===== src/hdl/fc_credit_pkg.sv =====
// constants and carrier types for the flow-control credit block
// assumes one core clock; header and data counts are in protocol credit units
package fc_credit_pkg;
  localparam int HDR_W = 8;
  localparam int DAT_W = 12;
  localparam int NUM_FC = 3;
  localparam logic [1:0] FC_POSTED = 2'h0;
  localparam logic [1:0] FC_NONPOSTED = 2'h1;
  localparam logic [1:0] FC_CPL = 2'h2;
  localparam logic [HDR_W-1:0] HDR_INFINITE = 8'h00;
  localparam logic [DAT_W-1:0] DAT_INFINITE = 12'h000;
  localparam int CLK_MHZ = 100;
  localparam int UPDATE_TIMER_US = 30;
  localparam int UPDATE_TIMER_CYC = UPDATE_TIMER_US * CLK_MHZ;
  localparam int RCB_BYTES = 64;
  localparam int TAGS_SMALL = 32;
  localparam int TAGS_LARGE = 64;
  localparam int FIFO_DEPTH = 8;

  typedef struct packed {
    logic [1:0]       fc_type;
    logic [DAT_W-1:0] dat;
  } tlp_cred_s;

  typedef struct packed {
    logic [1:0]       fc_type;
    logic [HDR_W-1:0] hdr;
    logic [DAT_W-1:0] dat;
  } fc_update_s;
endpackage


===== src/hdl/fc_credit.sv =====
// flow-control credit logic: transmit gating, receive allocation, update scheduling
// assumes the link layer signals DLLP slot grants and TLP-in-flight state on this clock
`timescale 1ns/1ns

module fc_fifo #(
  parameter int WIDTH = 8,
  parameter int DEPTH = 8
) (
  input  wire logic             clk,
  input  wire logic             srst,
  input  wire logic             in_valid,
  output logic                  in_ready,
  input  wire logic [WIDTH-1:0] in_data,
  output logic                  out_valid,
  input  wire logic             out_ready,
  output logic      [WIDTH-1:0] out_data
);
  localparam int AW = $clog2(DEPTH);
  logic [WIDTH-1:0] mem [DEPTH];
  logic [AW-1:0]    wr_ptr;
  logic [AW-1:0]    rd_ptr;
  logic [AW:0]      count;
  logic [AW-1:0]    next_wr_ptr;
  logic [AW-1:0]    next_rd_ptr;
  logic [AW:0]      next_count;
  logic             push;
  logic             pop;

  assign in_ready  = (count != (AW+1)'(DEPTH));
  assign out_valid = (count != '0);
  assign out_data  = mem[rd_ptr];
  assign push      = in_valid && in_ready;
  assign pop       = out_valid && out_ready;

  always_comb begin
    next_wr_ptr = wr_ptr;
    next_rd_ptr = rd_ptr;
    next_count  = count;
    if (push) begin
      next_wr_ptr = (wr_ptr == AW'(DEPTH-1)) ? '0 : wr_ptr + 1'b1;
    end
    if (pop) begin
      next_rd_ptr = (rd_ptr == AW'(DEPTH-1)) ? '0 : rd_ptr + 1'b1;
    end
    if (push && !pop) begin
      next_count = count + 1'b1;
    end else if (pop && !push) begin
      next_count = count - 1'b1;
    end
  end

  always_ff @(posedge clk) begin
    if (srst) begin
      wr_ptr <= '0;
      rd_ptr <= '0;
      count  <= '0;
    end else begin
      wr_ptr <= next_wr_ptr;
      rd_ptr <= next_rd_ptr;
      count  <= next_count;
    end
    if (push) begin
      mem[wr_ptr] <= in_data;
    end
  end
endmodule

module fc_credit
  import fc_credit_pkg::*;
#(
  parameter int                 TIMER_CYC = UPDATE_TIMER_CYC,
  parameter logic [HDR_W-1:0]   RX_HDR_SPACE = 8'h20,
  parameter logic [DAT_W-1:0]   RX_DAT_SPACE = 12'h100,
  parameter logic [DAT_W-1:0]   MAX_PAYLOAD_CRED = 12'h010,
  parameter int                 CPL_BYTES = 4096
) (
  input  wire logic                   clk,
  input  wire logic                   srst,
  input  wire logic                   init_load,
  input  wire fc_credit_pkg::fc_update_s init_limit,
  input  wire logic                   upd_rx_valid,
  input  wire fc_credit_pkg::fc_update_s upd_rx,
  input  wire logic                   tx_valid,
  output logic                        tx_ready,
  input  wire fc_credit_pkg::tlp_cred_s tx_req,
  output logic                        tx_out_valid,
  input  wire logic                   tx_out_ready,
  output fc_credit_pkg::tlp_cred_s    tx_out,
  input  wire logic                   rx_drained,
  input  wire fc_credit_pkg::tlp_cred_s rx_drained_pkt,
  input  wire logic                   rx_arrived,
  input  wire logic [fc_credit_pkg::DAT_W-1:0] rx_arrived_dat,
  input  wire logic                   tlp_in_progress,
  input  wire logic                   dllp_slot,
  output logic                        upd_valid,
  output logic                        upd_high,
  output fc_credit_pkg::fc_update_s   upd_out,
  input  wire logic                   tag_limit_small,
  output logic [6:0]                  tag_limit,
  output logic [fc_credit_pkg::HDR_W-1:0] cpl_hdr_space
);
  import fc_credit_pkg::*;

  function automatic logic [DAT_W-1:0] avail_dat(input logic [DAT_W-1:0] lim, input logic [DAT_W-1:0] used);
    avail_dat = lim - used;
  endfunction
  function automatic logic [HDR_W-1:0] avail_hdr(input logic [HDR_W-1:0] lim, input logic [HDR_W-1:0] used);
    avail_hdr = lim - used;
  endfunction

  logic [HDR_W-1:0] hdr_lim [NUM_FC];
  logic [DAT_W-1:0] dat_lim [NUM_FC];
  logic [HDR_W-1:0] hdr_used [NUM_FC];
  logic [DAT_W-1:0] dat_used [NUM_FC];
  logic [HDR_W-1:0] hdr_alloc [NUM_FC];
  logic [DAT_W-1:0] dat_alloc [NUM_FC];
  logic [DAT_W-1:0] dat_sent [NUM_FC];
  logic [DAT_W-1:0] dat_recv;
  logic [13:0]      timer;
  logic [1:0]       upd_sel;
  logic             infinite_hdr;
  logic             infinite_dat;
  logic             fits;
  logic             fifo_valid;
  logic             fifo_take;
  tlp_cred_s        fifo_out;
  logic [1:0]       ft;
  logic             starve;
  logic             quarter;
  logic             timer_hit;
  logic             upd_send;
  logic [HDR_W-1:0] next_hdr_lim [NUM_FC];
  logic [DAT_W-1:0] next_dat_lim [NUM_FC];
  logic [HDR_W-1:0] next_hdr_used [NUM_FC];
  logic [DAT_W-1:0] next_dat_used [NUM_FC];
  logic [HDR_W-1:0] next_hdr_alloc [NUM_FC];
  logic [DAT_W-1:0] next_dat_alloc [NUM_FC];
  logic [DAT_W-1:0] next_dat_sent [NUM_FC];
  logic [DAT_W-1:0] next_dat_recv;
  logic [13:0]      next_timer;
  fc_update_s       next_upd_out;

  fc_fifo #(.WIDTH($bits(tlp_cred_s)), .DEPTH(FIFO_DEPTH)) u_fifo (
    .clk       (clk),
    .srst      (srst),
    .in_valid  (tx_valid),
    .in_ready  (tx_ready),
    .in_data   (tx_req),
    .out_valid (fifo_valid),
    .out_ready (fifo_take),
    .out_data  (fifo_out)
  );

  assign ft = fifo_out.fc_type;
  always_comb begin
    infinite_hdr = (hdr_lim[ft] == HDR_INFINITE);
    infinite_dat = (dat_lim[ft] == DAT_INFINITE);
    fits = (infinite_hdr || avail_hdr(hdr_lim[ft], hdr_used[ft]) >= 8'h01)
        && (infinite_dat || avail_dat(dat_lim[ft], dat_used[ft]) >= fifo_out.dat);
  end
  // held head resumes once limit rises
  assign fifo_take    = fifo_valid && fits && tx_out_ready;
  assign tx_out_valid = fifo_valid && fits;
  assign tx_out       = fifo_out;

  assign tag_limit     = tag_limit_small ? 7'(TAGS_SMALL) : 7'(TAGS_LARGE);
  assign cpl_hdr_space = HDR_W'(CPL_BYTES / RCB_BYTES);

  // posted class drives the scheduling; non-posted sent when posted hdr_alloc equals posted hdr_lim
  assign upd_sel   = (hdr_alloc[0] != hdr_lim[0]) ? FC_POSTED : FC_NONPOSTED;
  assign starve    = (avail_dat(dat_sent[0], dat_recv) < MAX_PAYLOAD_CRED) && (dat_alloc[0] != dat_sent[0]);
  assign quarter   = avail_dat(dat_alloc[0], dat_sent[0]) >= (RX_DAT_SPACE >> 2);
  assign timer_hit = (timer >= 14'(TIMER_CYC));
  assign upd_high  = starve || quarter || timer_hit;
  assign upd_valid = !srst;
  // only in a free DLLP slot after any TLP
  assign upd_send  = dllp_slot && !tlp_in_progress;

  always_comb begin
    next_timer    = timer;
    next_dat_recv = dat_recv;
    for (int i = 0; i < NUM_FC; i++) begin
      next_hdr_lim[i]   = hdr_lim[i];
      next_dat_lim[i]   = dat_lim[i];
      next_hdr_used[i]  = hdr_used[i];
      next_dat_used[i]  = dat_used[i];
      next_hdr_alloc[i] = hdr_alloc[i];
      next_dat_alloc[i] = dat_alloc[i];
      next_dat_sent[i]  = dat_sent[i];
    end
    next_upd_out.fc_type = upd_sel;
    next_upd_out.hdr     = hdr_alloc[upd_sel];
    next_upd_out.dat     = dat_alloc[upd_sel];
    if (upd_sel == FC_CPL) begin
      next_upd_out.hdr = HDR_INFINITE;
      next_upd_out.dat = DAT_INFINITE;
    end
    // restart on send
    // saturate once expired so the request stays high until an update goes out
    if (upd_send && upd_valid) begin
      next_timer = '0;
    end else if (!timer_hit) begin
      next_timer = timer + 1'b1;
    end
    if (rx_arrived) begin
      next_dat_recv = dat_recv + rx_arrived_dat;
    end
    if (init_load) begin
      next_hdr_lim[init_limit.fc_type] = init_limit.hdr;
      next_dat_lim[init_limit.fc_type] = init_limit.dat;
    end else if (upd_rx_valid) begin
      next_hdr_lim[upd_rx.fc_type] = upd_rx.hdr;
      next_dat_lim[upd_rx.fc_type] = upd_rx.dat;
    end
    if (fifo_take) begin
      next_hdr_used[ft] = hdr_used[ft] + 1'b1;
      next_dat_used[ft] = dat_used[ft] + fifo_out.dat;
    end
    if (rx_drained && rx_drained_pkt.fc_type != FC_CPL) begin
      next_hdr_alloc[rx_drained_pkt.fc_type] = hdr_alloc[rx_drained_pkt.fc_type] + 1'b1;
      next_dat_alloc[rx_drained_pkt.fc_type] = dat_alloc[rx_drained_pkt.fc_type] + rx_drained_pkt.dat;
    end
    if (upd_send) begin
      next_dat_sent[upd_out.fc_type] = upd_out.dat;
    end
  end

  always_ff @(posedge clk) begin
    if (srst) begin
      timer    <= '0;
      dat_recv <= '0;
      upd_out  <= '0;
      for (int i = 0; i < NUM_FC; i++) begin
        hdr_lim[i]  <= '0;
        dat_lim[i]  <= '0;
        hdr_used[i] <= '0;
        dat_used[i] <= '0;
        // start at buffer space, completions infinite
        hdr_alloc[i] <= (i == 2) ? HDR_INFINITE : RX_HDR_SPACE;
        dat_alloc[i] <= (i == 2) ? DAT_INFINITE : RX_DAT_SPACE;
        // the initial advertisement already carried the starting allocation
        dat_sent[i]  <= (i == 2) ? DAT_INFINITE : RX_DAT_SPACE;
      end
    end else begin
      timer    <= next_timer;
      dat_recv <= next_dat_recv;
      upd_out  <= next_upd_out;
      for (int i = 0; i < NUM_FC; i++) begin
        hdr_lim[i]   <= next_hdr_lim[i];
        dat_lim[i]   <= next_dat_lim[i];
        hdr_used[i]  <= next_hdr_used[i];
        dat_used[i]  <= next_dat_used[i];
        hdr_alloc[i] <= next_hdr_alloc[i];
        dat_alloc[i] <= next_dat_alloc[i];
        dat_sent[i]  <= next_dat_sent[i];
      end
    end
  end

  a_charge_hdr: assert property (@(posedge clk) disable iff (srst)
    fifo_take |=> hdr_used[$past(ft)] == $past(hdr_used[ft]) + 1'b1)
    else $error("header consumed not charged");
  a_hold_short: assert property (@(posedge clk) disable iff (srst)
    tx_out_valid && hdr_lim[ft] != HDR_INFINITE |-> hdr_lim[ft] != hdr_used[ft])
    else $error("packet offered without credits");
  a_no_preempt: assert property (@(posedge clk) disable iff (srst)
    tlp_in_progress |=> timer != 14'h0000 || $past(timer) == 14'h0000)
    else $error("update sent during TLP");
  a_timer_high: assert property (@(posedge clk) disable iff (srst)
    timer == 14'(TIMER_CYC - 1) && !upd_send |=> upd_high)
    else $error("timer expiry not high priority");
  a_quarter_high: assert property (@(posedge clk) disable iff (srst)
    12'(dat_alloc[0] - dat_sent[0]) >= (RX_DAT_SPACE >> 2) |-> upd_high)
    else $error("quarter growth not high priority");
  a_starve_high: assert property (@(posedge clk) disable iff (srst)
    12'(dat_sent[0] - dat_recv) < MAX_PAYLOAD_CRED && dat_alloc[0] != dat_sent[0] |-> upd_high)
    else $error("starvation not high priority");
  a_limit_load: assert property (@(posedge clk) disable iff (srst)
    upd_rx_valid && !init_load |=> dat_lim[$past(upd_rx.fc_type)] == $past(upd_rx.dat))
    else $error("limit not updated");
  a_tag_sel: assert property (@(posedge clk) disable iff (srst)
    tag_limit == (tag_limit_small ? 7'h20 : 7'h40))
    else $error("tag limit wrong");
  a_alloc_step: assert property (@(posedge clk) disable iff (srst)
    rx_drained && rx_drained_pkt.fc_type == FC_POSTED |=> hdr_alloc[0] == $past(hdr_alloc[0]) + 1'b1)
    else $error("allocation not advanced");
  c_send: cover property (@(posedge clk) disable iff (srst) fifo_take);
  c_stall: cover property (@(posedge clk) disable iff (srst) fifo_valid && !fits);
  c_high: cover property (@(posedge clk) disable iff (srst) upd_high && upd_send);
endmodule


===== config.mk =====
export PLATFORM = sky130hd
export DESIGN_NAME = fc_credit
export DESIGN_NICKNAME = d
export VERILOG_FILES = /design/src/hdl/fc_credit_pkg.sv /design/src/hdl/fc_credit.sv
export SDC_FILE = /design/constraint.sdc
export NUM_CORES = 1
export LEC_CHECK = 0
export BUFFER_PORTS_ARGS = -buffer_cell sky130_fd_sc_hd__buf_2
export CORE_MARGIN = 2
export CORE_UTILIZATION = 41
export DETAILED_ROUTE_END_ITERATION = 7
export GPL_ROUTABILITY_DRIVEN = 0
export PLACE_DENSITY_LB_ADDON = 0.1
export SYNTH_ARGS = -nofsm -noshare
export SYNTH_HDL_FRONTEND = slang
export SYNTH_SLANG_ARGS = --single-unit

===== constraint.sdc =====
create_clock -name clk -period 7.25 [get_ports clk]
set_input_delay 0 -clock clk [delete_from_list [all_inputs] [get_ports clk]]
set_output_delay 0 -clock clk [all_outputs]
set_load 0.005 [all_outputs]

=== Word-level counts from Yosys, hierarchy flattened ===
Memory sizes are Yosys's and may differ from the RTL's. A register that Yosys moved wholly into a read port is not among the register bits.
Cells that the tools add are included.

* Add/subtract/negate cells: 14
* Order comparisons: 15
* Equality and inequality tests: 7
* Multiplexer cells: 70
* Bitwise operators: 26
* Reduce and logical (&&, ||, !) cells: 30

{| class="wikitable"
|+ Operator list
! operator !! count
|-
| 12-bit two-way mux || 17
|-
| 36-bit bitwise mux || 5
|-
| 36-bit two-way mux || 5
|-
| 12-bit demux with 2-bit select || 5
|-
| 8-bit two-way mux || 13
|-
| 24-bit bitwise mux || 4
|-
| 24-bit two-way mux || 4
|-
| 8-bit demux with 2-bit select || 4
|-
| 12-bit adder || 3
|-
| 12-bit subtractor || 3
|-
| 1-bit bitwise OR || 21
|-
| 8-bit by 1-bit adder with 8-bit output (second input constant) || 2
|-
| 1-bit logical AND || 16
|-
| 3-bit greater-or-equal comparator (second input constant) || 5
|-
| 3-bit by 1-bit < comparator with 1-bit output (second input constant) || 5
|-
| 2-bit inverter with 3-bit output || 5
|-
| 14-bit by 1-bit adder with 14-bit output (second input constant) || 1
|-
| 14-bit by 12-bit greater-or-equal comparator with 1-bit output (second input constant) || 1
|-
| 12-bit greater-or-equal comparator || 1
|-
| 12-bit by 7-bit greater-or-equal comparator with 1-bit output (second input constant) || 1
|-
| 12-bit zero test || 1
|-
| 12-bit by 5-bit < comparator with 1-bit output (second input constant) || 1
|-
| 3-bit two-way mux || 4
|-
| 12-bit != test || 1
|-
| 19 further kinds || 34
|}

* Register bits: 38
* RAM bits: 328
* Input port bits: 95
* Output and inout port bits: 55
* Word-level logic and storage cells: 176
* Memories kept: 8

{| class="wikitable"
|+ Memory list
! name !! depth !! bits a word !! read ports !! clocked after Yosys merged registers in !! write ports !! line !! source
|-
| u_fifo.mem || 8 || 14 || 1 || 1 || 1 || fc_credit.sv:19 || <nowiki>logic [WIDTH-1:0] mem [DEPTH];</nowiki>
|-
| dat_alloc || 3 || 12 || 5 || 1 || 3 || fc_credit.sv:116 || <nowiki>logic [DAT_W-1:0] dat_alloc [NUM_FC];</nowiki>
|-
| dat_lim || 3 || 12 || 4 || 0 || 3 || fc_credit.sv:112 || <nowiki>logic [DAT_W-1:0] dat_lim [NUM_FC];</nowiki>
|-
| dat_sent || 3 || 12 || 3 || 0 || 3 || fc_credit.sv:117 || <nowiki>logic [DAT_W-1:0] dat_sent [NUM_FC];</nowiki>
|-
| dat_used || 3 || 12 || 4 || 0 || 3 || fc_credit.sv:114 || <nowiki>logic [DAT_W-1:0] dat_used [NUM_FC];</nowiki>
|-
| hdr_alloc || 3 || 8 || 5 || 1 || 3 || fc_credit.sv:115 || <nowiki>logic [HDR_W-1:0] hdr_alloc [NUM_FC];</nowiki>
|-
| +2 memories || n/a || n/a || n/a || n/a || n/a || n/a ||
|}

=== Depth between registers and ports, before layout ===
An unclocked memory read counts as a cell.

* Word-level depth: 11
* Depth in mapped cells: 34
* Gate-level depth less buffers: 30

=== Cells and area by module ===
Synthesis repeated with hierarchy kept, for this count alone.

* Cells, all modules: 1894
* Area total of the unflattened synthesis: 18687.9 sq um

{| class="wikitable"
|+ By module, submodules not included
! module !! times used !! cells an instance !! area an instance (sq um) !! sequential area each (sq um)
|-
| fc_credit || 1 || 1658 || 13736.9 || 4784.6
|-
| fc_fifo || 1 || 236 || 4951.0 || 3623.5
|}

=== Least setup slack after synthesis ===
Ideal clock, no wire load.

* Path kind: register to register
* From: register (tool-made name)
* To: register u_fifo.count[3]
* Setup time: 0.070 ns
* Arrival time: 6.551 ns
* Required time: 7.180 ns
* Path slack: 0.628 ns
* Cell stages (with the launch flop): 35
* Path buffers: 7
* Period minus slack after synthesis: 6.622 ns
* Cell sequence: dfxtp_1 > buf_6 > mux4_2 > mux2i_4 > buf_2 > buf_2 > buf_2 > buf_2 > buf_1 > a31oi_1 > ha_1 > fa_1 > nor2b_1 > o21ai_0 > a21boi_0 > o21ai_0 > a21boi_0 > o21ai_0 > nand2_1 > o211ai_1 > ha_1 > a211o_1 > a21oi_1 > o21ai_1 > o211a_4 > inv_4 > buf_2 > ha_1 > inv_1 > ha_1 > a21o_1 > a21oi_1 > xnor2_1 > or3_1 > a21oi_1

{| class="wikitable"
|+ RTL lines
! element !! line !! source
|-
| to (signal assigned) || fc_credit.sv:60 || <nowiki>count <= next_count;</nowiki>
|-
| to (decl) || fc_credit.sv:22 || <nowiki>logic [AW:0] count;</nowiki>
|}

==> metrics <==
outcome=finished, final reports clean; setup TNS=0 ps; xor/xnor share of the synthesized area=0.0316; largest family of logic cells by synthesized area=simple AND/OR/NAND/NOR gates; worst-path fanout max=24; Post-CTS Resized=0; clk slew on worst S/H paths=roughly 60 ps; final WL=50800 um; CTS sink count=364; cell with the most instances after synthesis=dfxtp_1; syn avg cell area=between 9 and 10 um^2; Sw Share=0.372; Post-Synthesis Cells=~2000; vias in the first global route=~15000; Initial Utilization=0.415; Synth cell types=77; FF+latch area=8410 um^2; Synth top cells by count=dfxtp_1 (252), nand2_1 (228), nor2_1 (208); CTS tree=built; Synth Area in Adders=0.0696; PortBufs=135; fin crit period=6670 ps; number of H-tree levels=2; Synth Area in Compound Gates=0.141; worst hold path type=in2reg; CP Data Required Time=7740 ps; number of enable flip-flop cells after synthesis=112; Seq pwr share=0.311; DRC=0; core area=roughly 45000 um^2; Power, Total=around 7600 uW; antenna cells=0; first-pass GRT wire length=79800 um; grt total ovfl=0; die height=218 um; Max Freq=~0.15 GHz; Filler Cells Inserted=4280; Mapped Area=18800 um^2; Internal Pwr Total=around 4800 uW; antenna violations before repair=0; Worst path max stage delay=700 ps; area grow syn2layout=19.0%; ANT nets after route=0; synthesized flop and latch total=364; final setup fails=0; row cnt=approximately 80; Clock Tree Buf Depth=3; Switch Pwr=2830 uW; peak supply drop=0.177 mV; Clock Latency Late Sink=570 ps; First-pass DRT Iterations=5; Seq/Total Area, Yosys=0.447; Worst EP arrival=7170 ps; die area=47600 um^2; Boundary Pins=150; Clock Power Share=0.275; Main synth FF type=dfxtp_1; drt via density=5.35; crit end category=flip-flop; period utilisation layout=0.920; largest net degree at the start of global routing=approximately 110; CP most frequent cell=ha_1; Max Cap Viol=0; Worst setup SP type=flip-flop; Async S/R FF share, synth=0; Synth Area in Simple Gates=0.167; Hold Vio Cnt, Final=0; Lkg Pwr=0.00866 uW; Max transition margin=0.283; Horiz. Die Dim=218 um; final number of max-transition violations=0; multiplexer share of the synthesized area=0.0959; Pwr Density=340 nW/um^2; area occupied by multi-input gates=9630 um^2; Total GRT Usage=0.212; largest area contributor in the netlist=dfxtp_1; yosys warns=0; nets@finish=2384; CTS root buf=clkbuf_16; WS Path Type=reg2reg; layout cells sized above 1=0.133; CP max stage cell=dfxtp_1; dpl hpwl=34300 um; post-DR wirelength/cell=18.0 um; Starting DRT DRC Count=about 960; CTS buffer count=43; share of the synthesized area in the top cell type=0.268; RSZ-0062 raised after global routing=false; final clock skew=22.0 ps; largest cells by area after synthesis=dfxtp_1 (27%), edfxtp_1 (18%), ha_1 (6.3%); Worst Tran Pin Value=1080 ps; DR vias=15100; combinational power share=0.413
-- cell type report --
cell class	instances	area share
Clock buffer	64	0.0562
Timing Repair Buffer	260	0.0842
Clock inverter	13	0.00487
Sequential cell	364	0.376
Multi-Input combinational cell	1432	0.430
Tap cell	600	0.0336
Inverter	87	0.0148
-- per-stage QoR --
step	worst slack (ps)	utilization	hold slack (ps)	instances	instance area [um^2]
after floorplan	628	-	26.5	2005	18900
after global placement	667	0.441	180	2638	20000
after detailed placement	554	0.441	187	2638	20000
after CTS	541	0.494	2.31	2820	22400
after global routing	1.44	0.494	38.6	2820	22400
final	579	0.494	29.3	2820	22400
-- power groups by stage --
stage / combinational (uW) / clock, uW / sequential (uW)
floorplan: 2340 / 0 / 2360
global placement: 3030 / 0 / 2410
detailed placement: 3100 / 0 / 2410
CTS: 3160 / 2150 / 2370
global route: 3520 / 2240 / 2380
finish: 3140 / 2090 / 2370
-- repair_timing --
item,CTS,global route
hold buffers,105,0
buffers inserted,0,0
setup endpoints to repair,0,0
endpoints found under the hold margin,240,0
-- flip-flops by register name, summed over array words and instances (netlist names), 14 cells and up, named ones only --
signal,cells
hdr_lim,24
hdr_alloc,24
timer,14
dat_used,36
u_fifo.mem,112
dat_alloc,36
dat_lim,36
hdr_used,24
upd_out,21
-- critical path: cells and delay by family, from the launching register on --
kind | cells | cell delay [ps]
AOI/OAI and AO/OA | 14 | 2240
xor gates and xnor gates | 1 | 100
adders and majority gates | 5 | 1380
buffers and inverters | 3 | 380
DFF | 1 | 700
muxes | 2 | 1100
and+or+nand+nor | 4 | 670
-- worst paths after layout --
path                            slack, ps  depth (start not counted)                      endpoint                   startpoint
worst min register to register        460                          2   hdr_used[1][4]$_SDFFE_PP0P_  hdr_used[1][4]$_SDFFE_PP0P_
worst max-delay path                  580                         29  u_fifo.count[3]$_SDFFE_PP0P_                    flip-flop
worst min-delay path                   30                          5      dat_recv[7]$_SDFFE_PP0P_            rx_arrived_dat[7]
worst max register to register        580                         29  u_fifo.count[3]$_SDFFE_PP0P_                    flip-flop
-- layout by cell type (no fill, tap or decap), types with 11 or more instances in the layout --
master and instances:
a211oi_1 33, a21o_1 19, a21oi_1 139, a22oi_1 21, a31oi_1 28, and3_1 11, buf_2 134, buf_4 20
clkbuf_1 11, clkbuf_16 44, conb_1 14, dfxtp_1 251, dlygate4sd3_1 105, edfxtp_1 112, ha_1 95, inv_1 82
mux2i_1 98, mux4_2 28, nand2_1 228, nand3_1 27, nand4_1 21, nor2_1 203, nor2b_1 43, nor3_1 65
nor4_1 21, o21ai_0 94, o31ai_1 16, or3_1 12, xnor2_1 43, xor2_1 23
-- metal layers --
layer  part of all wire  vias up  GRT usage
li1                   -     7503          -
met3              0.045       83     0.0380
met1               0.46     7185      0.277
met2               0.47      326      0.354
met4              0.028        0     0.0714
met5                  0        -          0
-- cell families (layout without fill, tap and decap cells) --
| group | Yosys count | after routing |
|---|---|---|
| simple gates | 687 | 687 |
| compound gates | 422 | 422 |
| flops | 364 | 364 |
| buf+inv | 209 | 424 |
| mux | 141 | 141 |
| fa+ha+maj | 101 | 101 |
| xor+xnor | 67 | 67 |
| other cells | 2 | 14 |
(Power assumes the default switching activity.)
